## config.mk

```make
export PLATFORM = sky130hd
export DESIGN_NAME = tsr_core
export DESIGN_NICKNAME = d
export VERILOG_FILES = /design/src/rtl/tsr_pkg.sv /design/src/rtl/tsr_mem.sv /design/src/rtl/tsr_core.sv
export SDC_FILE = /design/constraint.sdc
export NUM_CORES = 2
export LEC_CHECK = 0
export ABC_AREA = 1
export BUFFER_PORTS_ARGS = -buffer_cell sky130_fd_sc_hd__buf_2
export CAP_MARGIN = 10
export CORE_ASPECT_RATIO = 0.75
export CORE_MARGIN = 2
export CORE_UTILIZATION = 23
export DETAILED_ROUTE_END_ITERATION = 6
export SYNTH_ARGS = -nofsm -noshare
export SYNTH_HDL_FRONTEND = slang
export SYNTH_SLANG_ARGS = --single-unit
```

## constraint.sdc

```tcl
create_clock -name sys_clk_in -period 8.2 [get_ports sys_clk_in]
set_clock_uncertainty 0.05 [all_clocks]
set_input_delay 1.64 -clock sys_clk_in [delete_from_list [all_inputs] [get_ports sys_clk_in]]
set_output_delay 1.64 -clock sys_clk_in [all_outputs]
set_load 0.01 [all_outputs]
```

## src/rtl/tsr_pkg.sv

```systemverilog
// Overview of operation
// - a 16-bit record whose limit is 2CH is accepted as valid
// - dispatching a 16-bit task keeps the previous page directory base
// - a 16-bit task has no I/O map base and no I/O map function
// - saving to a 16-bit record stores only low halves of flags and pointer
// - general registers through a 16-bit record keep no upper 16 bits
// - 16-bit record fields sit in 2-byte slots, link at 0 to local table at 42
// - in 64-bit mode any transfer to a record or task gate faults
// - in 64-bit mode interrupt return with nested flag set faults
// - 64-bit record gives full 64-bit stack pointers for levels 0 to 2
// - 64-bit record gives seven 64-bit stack table pointers as two halves
// - 64-bit record holds a 16-bit I/O map offset from the record start
// - 64-bit record: reserved dword at 0, stack pointers, then table entries
// - one 64-bit record serves both 64-bit and compatibility programs
// - a jump-initiated switch leaves the new task un-nested, flag cleared
package tsr_pkg;

    ////////////////////////////////////////////////////////////////////////////
    // 16-bit record layout, byte offsets
    localparam int OFF16_LINK  = 0;
    localparam int OFF16_SP0   = 2;
    localparam int OFF16_IP    = 14;
    localparam int OFF16_FLAGS = 16;
    localparam int OFF16_GPR   = 18;
    localparam int OFF16_SEL   = 34;
    localparam int OFF16_LOCAL = 42;
    localparam logic [15:0] LIM16      = 16'h002C;
    localparam logic [4:0]  SLOT_LAST  = 5'(OFF16_LOCAL / 2);
    localparam logic [4:0]  SAVE_FIRST = 5'(OFF16_IP / 2);
    localparam logic [4:0]  SAVE_LAST  = 5'((OFF16_LOCAL - 2) / 2);

    ////////////////////////////////////////////////////////////////////////////
    // 64-bit record layout, byte offsets and dword indices
    localparam int OFF64_PSP0    = 4;
    localparam int OFF64_PSP_END = 24;
    localparam int OFF64_STP1    = 36;
    localparam int OFF64_STP2_LO = 44;
    localparam int OFF64_STP5_LO = 68;
    localparam int OFF64_STP_END = 88;
    localparam int OFF64_IOMAP   = 100;
    localparam logic [4:0] DW_PSP0    = 5'(OFF64_PSP0 / 4);
    localparam logic [4:0] DW_PSP_END = 5'(OFF64_PSP_END / 4);
    localparam logic [4:0] DW_STP1    = 5'(OFF64_STP1 / 4);
    localparam logic [4:0] DW_STP_END = 5'(OFF64_STP_END / 4);
    localparam logic [4:0] DW_IOMAP   = 5'(OFF64_IOMAP / 4);
    localparam logic [4:0] STP_GAP    = 5'h03;
    localparam logic [4:0] STP_IDX0   = 5'h04;

    ////////////////////////////////////////////////////////////////////////////
    // operations, states, carriers
    typedef enum logic [2:0] {
        OP_NONE      = 3'h0,
        OP_XFER      = 3'h1,
        OP_SAVE      = 3'h2,
        OP_RETURN    = 3'h3,
        OP_LOAD_TASK = 3'h4,
        OP_STACK     = 3'h5
    } tsr_op_e;

    typedef enum logic [2:0] {
        ST_IDLE    = 3'h0,
        ST_RD16    = 3'h1,
        ST_WR16    = 3'h3,
        ST_RD64    = 3'h2,
        ST_QRY_LO  = 3'h6,
        ST_QRY_HI  = 3'h7,
        ST_QRY_END = 3'h5
    } tsr_state_e;

    typedef struct packed {
        tsr_op_e     op;
        logic [31:0] base;
        logic [15:0] limit;
        logic        mode64;
        logic        nested;
        logic        via_jump;
        logic [3:0]  sel;
    } tsr_cmd_s;

    typedef struct packed {
        logic        req;
        logic        we;
        logic        half;
        logic [31:0] addr;
        logic [31:0] wdata;
    } tsr_mreq_s;

endpackage

```

## src/rtl/tsr_mem.sv

```systemverilog
`timescale 1ns/1ps
// local copy of the 64-bit stack pointers, registered read
module tsr_mem
    import tsr_pkg::*;
(
    // clock
    input  wire logic        sys_clk_in,
    // write port
    input  wire logic        wr_en_in,
    input  wire logic [4:0]  wr_addr_in,
    input  wire logic [31:0] wr_data_in,
    // read port
    input  wire logic [4:0]  rd_addr_in,
    output logic      [31:0] rd_data_out
);

    logic [31:0] store [0:31];

    // no reset: contents only read after a full record load
    always_ff @(posedge sys_clk_in) begin
        if (wr_en_in) begin
            store[wr_addr_in] <= wr_data_in;
        end
    end

    always_ff @(posedge sys_clk_in) begin
        rd_data_out <= store[rd_addr_in];
    end

endmodule

```

## src/rtl/tsr_core.sv

```systemverilog
`timescale 1ns/1ps
module tsr_core
    import tsr_pkg::*;
(
    // clock and reset
    input  wire logic        sys_clk_in,
    input  wire logic        reset_in,
    // command from the core
    input  wire logic        cmd_valid_in,
    input  wire tsr_cmd_s    cmd_in,
    output logic             busy_out,
    output logic             done_out,
    output logic             prot_flt_out,
    output logic             ts_fault_out,
    // loaded 16-bit fields
    output logic             ld_valid_out,
    output logic [4:0]       ld_slot_out,
    output logic [31:0]      ld_data_out,
    // save data request
    output logic             sv_req_out,
    output logic [4:0]       sv_slot_out,
    input  wire logic [31:0] sv_data_in,
    // task state results
    output logic             nested_task_flag_out,
    output logic             keep_page_dir_out,
    output logic             io_map_valid_out,
    output logic [15:0]      io_map_base_out,
    output logic             task_register_loaded_out,
    output logic [63:0]      stack_ptr_out,
    // system memory
    output tsr_mreq_s        mem_out,
    input  wire logic        mem_ack_in,
    input  wire logic [31:0] mem_rdata_in
);

    tsr_state_e  st;
    tsr_cmd_s    cmd;
    logic [4:0]  cnt;
    logic [4:0]  rd_idx;
    logic [31:0] rd_data;
    logic        mem_we;
    logic [4:0]  mem_wi;
    logic [4:0]  next_dw;
    logic [4:0]  qry_idx;
    logic        qry_bad;

    ////////////////////////////////////////////////////////////////////////////
    // address helpers
    always_comb begin
        // reserved dwords are never fetched
        if (cnt == DW_PSP_END) begin
            next_dw = DW_STP1;
        end else if (cnt == DW_STP_END) begin
            next_dw = DW_IOMAP;
        end else begin
            next_dw = cnt + 5'h01;
        end
    end

    // stack pointers land at 0..5, table entries at 6..19
    assign mem_we = (st == ST_RD64) && mem_out.req && mem_ack_in && (cnt != DW_IOMAP);
    assign mem_wi = (cnt <= DW_PSP_END) ? cnt - DW_PSP0 : cnt - STP_GAP;

    // level 0-2, or table entry 1-7 when sel[3] is set
    always_comb begin
        if (cmd_in.sel[3]) begin
            qry_idx = {1'b0, cmd_in.sel[2:0], 1'b0} + STP_IDX0;
            qry_bad = (cmd_in.sel[2:0] == 3'h0);
        end else begin
            qry_idx = {2'h0, cmd_in.sel[1:0], 1'b0};
            qry_bad = (cmd_in.sel[1:0] == 2'h3);
        end
    end

    tsr_mem u_mem (
        .sys_clk_in  (sys_clk_in),
        .wr_en_in    (mem_we),
        .wr_addr_in  (mem_wi),
        .wr_data_in  (mem_rdata_in),
        .rd_addr_in  (rd_idx),
        .rd_data_out (rd_data)
    );

    ////////////////////////////////////////////////////////////////////////////
    // main sequencer
    always_ff @(posedge sys_clk_in) begin
        if (reset_in) begin
            st           <= ST_IDLE;
            cmd          <= '0;
            cnt          <= 5'h00;
            rd_idx       <= 5'h00;
            busy_out     <= 1'b0;
            done_out     <= 1'b0;
            prot_flt_out <= 1'b0;
            ts_fault_out <= 1'b0;
            ld_valid_out <= 1'b0;
            ld_slot_out  <= 5'h00;
            ld_data_out  <= 32'h0000_0000;
            sv_req_out   <= 1'b0;
            sv_slot_out  <= 5'h00;
            mem_out      <= '0;
        end else begin
            // pulses default low
            done_out     <= 1'b0;
            prot_flt_out <= 1'b0;
            ts_fault_out <= 1'b0;
            ld_valid_out <= 1'b0;
            sv_req_out   <= 1'b0;
            case (st)
                ST_IDLE: begin
                    if (cmd_valid_in) begin
                        cmd <= cmd_in;
                        case (cmd_in.op)
                            OP_XFER: begin
                                if (cmd_in.mode64) begin
                                    prot_flt_out <= 1'b1;
                                end else if (cmd_in.limit < LIM16) begin
                                    ts_fault_out <= 1'b1;
                                end else begin
                                    st            <= ST_RD16;
                                    busy_out      <= 1'b1;
                                    cnt           <= 5'h00;
                                    mem_out.req   <= 1'b1;
                                    mem_out.we    <= 1'b0;
                                    mem_out.half  <= 1'b1;
                                    mem_out.addr  <= cmd_in.base;
                                end
                            end
                            OP_SAVE: begin
                                if (cmd_in.limit < LIM16) begin
                                    ts_fault_out <= 1'b1;
                                end else begin
                                    st          <= ST_WR16;
                                    busy_out    <= 1'b1;
                                    cnt         <= SAVE_FIRST;
                                    sv_req_out  <= 1'b1;
                                    sv_slot_out <= SAVE_FIRST;
                                end
                            end
                            OP_RETURN: begin
                                if (cmd_in.mode64 && cmd_in.nested) begin
                                    prot_flt_out <= 1'b1;
                                end else begin
                                    done_out <= 1'b1;
                                end
                            end
                            OP_LOAD_TASK: begin
                                st            <= ST_RD64;
                                busy_out      <= 1'b1;
                                cnt           <= DW_PSP0;
                                mem_out.req   <= 1'b1;
                                mem_out.we    <= 1'b0;
                                mem_out.half  <= 1'b0;
                                mem_out.addr  <= cmd_in.base + {25'h0, DW_PSP0, 2'b00};
                            end
                            OP_STACK: begin
                                // same record whatever the code width
                                if (!task_register_loaded_out || qry_bad) begin
                                    ts_fault_out <= 1'b1;
                                end else begin
                                    st       <= ST_QRY_LO;
                                    busy_out <= 1'b1;
                                    rd_idx   <= qry_idx;
                                end
                            end
                            default: begin
                                done_out <= 1'b1;
                            end
                        endcase
                    end
                end
                ST_RD16: begin
                    if (mem_ack_in) begin
                        ld_valid_out <= 1'b1;
                        ld_slot_out  <= cnt;
                        ld_data_out  <= {16'h0000, mem_rdata_in[15:0]};
                        if (cnt == SLOT_LAST) begin
                            st          <= ST_IDLE;
                            busy_out    <= 1'b0;
                            done_out    <= 1'b1;
                            mem_out.req <= 1'b0;
                        end else begin
                            cnt          <= cnt + 5'h01;
                            mem_out.addr <= cmd.base + {26'h0, cnt + 5'h01, 1'b0};
                        end
                    end
                end
                ST_WR16: begin
                    if (mem_out.req) begin
                        if (mem_ack_in) begin
                            mem_out.req <= 1'b0;
                            if (cnt == SAVE_LAST) begin
                                st       <= ST_IDLE;
                                busy_out <= 1'b0;
                                done_out <= 1'b1;
                            end else begin
                                cnt         <= cnt + 5'h01;
                                sv_req_out  <= 1'b1;
                                sv_slot_out <= cnt + 5'h01;
                            end
                        end
                    end else if (sv_req_out) begin
                        // core answers in the cycle of the request
                        mem_out.req   <= 1'b1;
                        mem_out.we    <= 1'b1;
                        mem_out.half  <= 1'b1;
                        mem_out.addr  <= cmd.base + {26'h0, cnt, 1'b0};
                        mem_out.wdata <= {16'h0000, sv_data_in[15:0]};
                    end
                end
                ST_RD64: begin
                    if (mem_ack_in) begin
                        if (cnt == DW_IOMAP) begin
                            st          <= ST_IDLE;
                            busy_out    <= 1'b0;
                            done_out    <= 1'b1;
                            mem_out.req <= 1'b0;
                        end else begin
                            cnt          <= next_dw;
                            mem_out.addr <= cmd.base + {25'h0, next_dw, 2'b00};
                        end
                    end
                end
                ST_QRY_LO: begin
                    rd_idx <= rd_idx + 5'h01;
                    st     <= ST_QRY_HI;
                end
                ST_QRY_HI: begin
                    st <= ST_QRY_END;
                end
                ST_QRY_END: begin
                    st       <= ST_IDLE;
                    busy_out <= 1'b0;
                    done_out <= 1'b1;
                end
                default: begin
                    st       <= ST_IDLE;
                    busy_out <= 1'b0;
                end
            endcase
        end
    end

    ////////////////////////////////////////////////////////////////////////////
    // stack pointer assembly, low half first
    always_ff @(posedge sys_clk_in) begin
        if (reset_in) begin
            stack_ptr_out <= 64'h0;
        end else if (st == ST_QRY_HI) begin
            stack_ptr_out[31:0] <= rd_data;
        end else if (st == ST_QRY_END) begin
            stack_ptr_out[63:32] <= rd_data;
        end
    end

    // task state after a dispatch or a task register load
    always_ff @(posedge sys_clk_in) begin
        if (reset_in) begin
            nested_task_flag_out     <= 1'b0;
            keep_page_dir_out        <= 1'b0;
            io_map_valid_out         <= 1'b0;
            io_map_base_out          <= 16'h0000;
            task_register_loaded_out <= 1'b0;
        end else if (st == ST_RD16 && mem_ack_in && cnt == SLOT_LAST) begin
            nested_task_flag_out <= !cmd.via_jump;
            keep_page_dir_out    <= 1'b1;
            io_map_valid_out     <= 1'b0;
        end else if (st == ST_RD64 && mem_ack_in && cnt == DW_IOMAP) begin
            io_map_base_out          <= mem_rdata_in[31:16];
            io_map_valid_out         <= 1'b1;
            keep_page_dir_out        <= 1'b0;
            task_register_loaded_out <= 1'b1;
        end
    end
endmodule

```

==> results by group <==
Status
  – Status: finished, final reports clean

Floorplan
  – Die footprint: 234000 sq um
  – Initial Utilization: 0.231
  – Io pins: 325
  – Die Width: 558 um
  – Core ar.: 229000 sq um
  – Num rows: 152
  – Die Y: 419 um

Clock tree
  – H-tree depth: 4
  – Reg clk slew, reported paths: 60 ps
  – Clk sinks: 1269
  – Number of CTS-inserted buffers: 141
  – Clock tree buffer depth: 3
  – Root Driver: clkbuf_16
  – CTS tree: done
  – Post-cts resize count: 0
  – Setup bufs post-CTS: 0
  – Worst skew pair latency: 770 ps
  – Hold_buf cts: 0

Place
  – Post-DP HPWL: 108 mm
  – I/O Buffers: 274
  – Cell area after placement: 57600 sq um
  – RD Place Congestion: 0.919

Yosys
  – Synth Flop Type: edfxtp_1
  – Mapped cell area: 52800 sq um
  – Synth top area cells: edfxtp_1, dfxtp_1, o21ai_0
  – Syn. warnings: 0
  – Top cells by count, synth: edfxtp_1, nor2_1, o21ai_0
  – Post-synth ARST share: 0
  – EDFF count, synth: 1024
  – Synth Area per Inst: 10.9 sq um
  – Synth top area share: 0.582
  – Yosys cell types: 54
  – Cells after Synth: 4858
  – Seq/Total Area, Yosys: 0.675
  – Synth area leader: edfxtp_1
  – Count leader, synth: edfxtp_1
  – Synth Register Bits: 1269

Timing
  – Slew HR: 0.285
  – Setup TNS: 0 ps
  – Final setup viols: 0
  – Tcrit/Tclk final: 0.581
  – Final worst path period need: 4770 ps
  – Final Hold Viols: 0
  – Peak Freq: 210 MHz
  – Tightest Pin Transition: 1070 ps
  – Slew Limit Fails: 0
  – RSZ-0062 raised after global routing: no

Min path
  – Type of the tightest min-delay check: flip-flop to flip-flop

Final layout
  – Final instance area: 62100 sq um
  – # fillers: 23700
  – Fin util: 0.271
  – Seq. cell area: 35700 sq um
  – Multi-input gate area in the final layout: 15100 sq um
  – Layout cell share with drive strength beyond 1: 0.124
  – Nets: 5202
  – Syn-to-layout area delta: 17.4%

Power and ir drop
  – Peak supply drop: 228 uV
  – PwrDens: 252 nW/um^2
  – Leakage power: 21.1 nW

Setup path
  – Crit path DAT: 5140 ps
  – Worst Path Required: 8570 ps
  – Worst-path fanout max: 28
  – Worst setup EP type: flip-flop
  – Startpoint types: flip-flop
  – Crit path kind: flip-flop to flip-flop

Route
  – Routed len/inst: 21.3 um
  – First-pass DRT Iterations: 6
  – First DRT Iteration DRCs: 4768
  – Post-route ant nets: 0
  – Routed wire length: 176 mm
  – Vias: 39400
  – DRC viols: 0
  – Vias/cell: 4.78

Global routing
  – GRT Resource Usage Total: 0.144
  – Total gr overflow: 0
  – Vias in the first global route: 35300
  – Largest net degree at the start of global routing: 177
  – First-pass GRT wire length: 248 mm
  – Number of antenna violations at the first check in global routing: 42

Run
  – Maxcap violations: 0
per-layer routing:
| layer | track usage | wire length, um | vias to the layer above |
|---|---|---|---|
| li1 | - | - | 17800 |
| met1 | 0.202 | 76100 | 19300 |
| met2 | 0.214 | 76100 | 1918 |
| met3 | 0.0451 | 19600 | 301 |
| met4 | 0.0342 | 3740 | 40 |
| met5 | 0 | 254 | - |
final cells by class:
class,count,share of cell area
antenna,7,0.000282
sequential,1269,0.575
clock buffer,182,0.0611
clock inverter,66,0.0110
inverter,264,0.0163
multi-input combinational,3030,0.243
tap,3080,0.0621
timing repair buffer,343,0.0313
through the flow:
| stage | std cells | total power, mW | setup WS [ps] | hold slack (ps) |
|---|---|---|---|---|
| 3_5_place_dp | 7985 | 9.61 | 3370 | 385 |
| 3_3_place_gp | 7985 | 9.59 | 3410 | 380 |
| 5_1_grt | 8235 | 16.2 | 3290 | 408 |
| 2_1_floorplan | 4889 | 8.63 | 4000 | 350 |
| 4_1_cts | 8233 | 15.7 | 3550 | 395 |
| 6_report | 8241 | 15.6 | 3430 | 392 |
registers in the layout, summed over array words and instances, names as in the netlist, 3 cells and up:
name / flops
u_mem.store: 1024
stack_ptr_out: 64
mem_out: 51
cmd: 33
u_mem.rd_data_out: 32
io_map_base_out: 16
ld_data_out: 16
cnt: 5
ld_slot_out: 5
rd_idx: 5
sv_slot_out: 5
st: 3
logic make-up (layout without fill, tap and decap cells):
family,count (synthesis),after routing,share of synthesized area
AOI/OAI and AO/OA,1295,1295,0.136
adders and majority gates,27,27,0.00682
DFF,1269,1269,0.675
xor gates and xnor gates,14,14,0.00232
buffers and inverters,590,855,0.0471
and+or+nand+nor,1662,1662,0.133
other,1,39,0.0000710
cell usage in the layout, fill, tap and decap left out, types with 64 or more instances in the layout:
| cell type | count |
|---|---|
| a21oi_1 | 173 |
| clkbuf_16 | 142 |
| buf_4 | 64 |
| o21ai_0 | 763 |
| o221ai_1 | 105 |
| nand2_1 | 462 |
| nand4_1 | 66 |
| inv_1 | 240 |
| edfxtp_1 | 1024 |
| buf_2 | 274 |
| dfxtp_1 | 241 |
| nor2_1 | 777 |
| nand3_1 | 243 |
| o22ai_1 | 154 |
power by group:
group	internal [mW]	leakage (nW)	switching [mW]
logic	0.550	7.76	1.58
registers	7.15	11.2	0.229
clock network	3.41	2.16	2.71
total	11.1	21.1	4.52
final timing paths:
| check | from | endpoint | slack (ps) | cells past startpoint |
|---|---|---|---|---|
| max | st[2] | u_mem.store[25][1] | 3430 | 8 |
| min | stack_ptr_out[45] | stack_ptr_out[45] | 390 | 2 |
| max reg2reg | st[2] | u_mem.store[25][1] | 3430 | 8 |
| min reg2reg | stack_ptr_out[45] | stack_ptr_out[45] | 390 | 2 |
worst max-delay path, cell delays in order (launching register included):
cell	delay, ps
dfxtp_1	470
nor2_4	200
nand2_1	460
inv_4	560
nand2_2	150
nor3_2	290
nand3_1	700
nor2_4	1020
buf_4	500
Power figures use the tool's default switching activity.
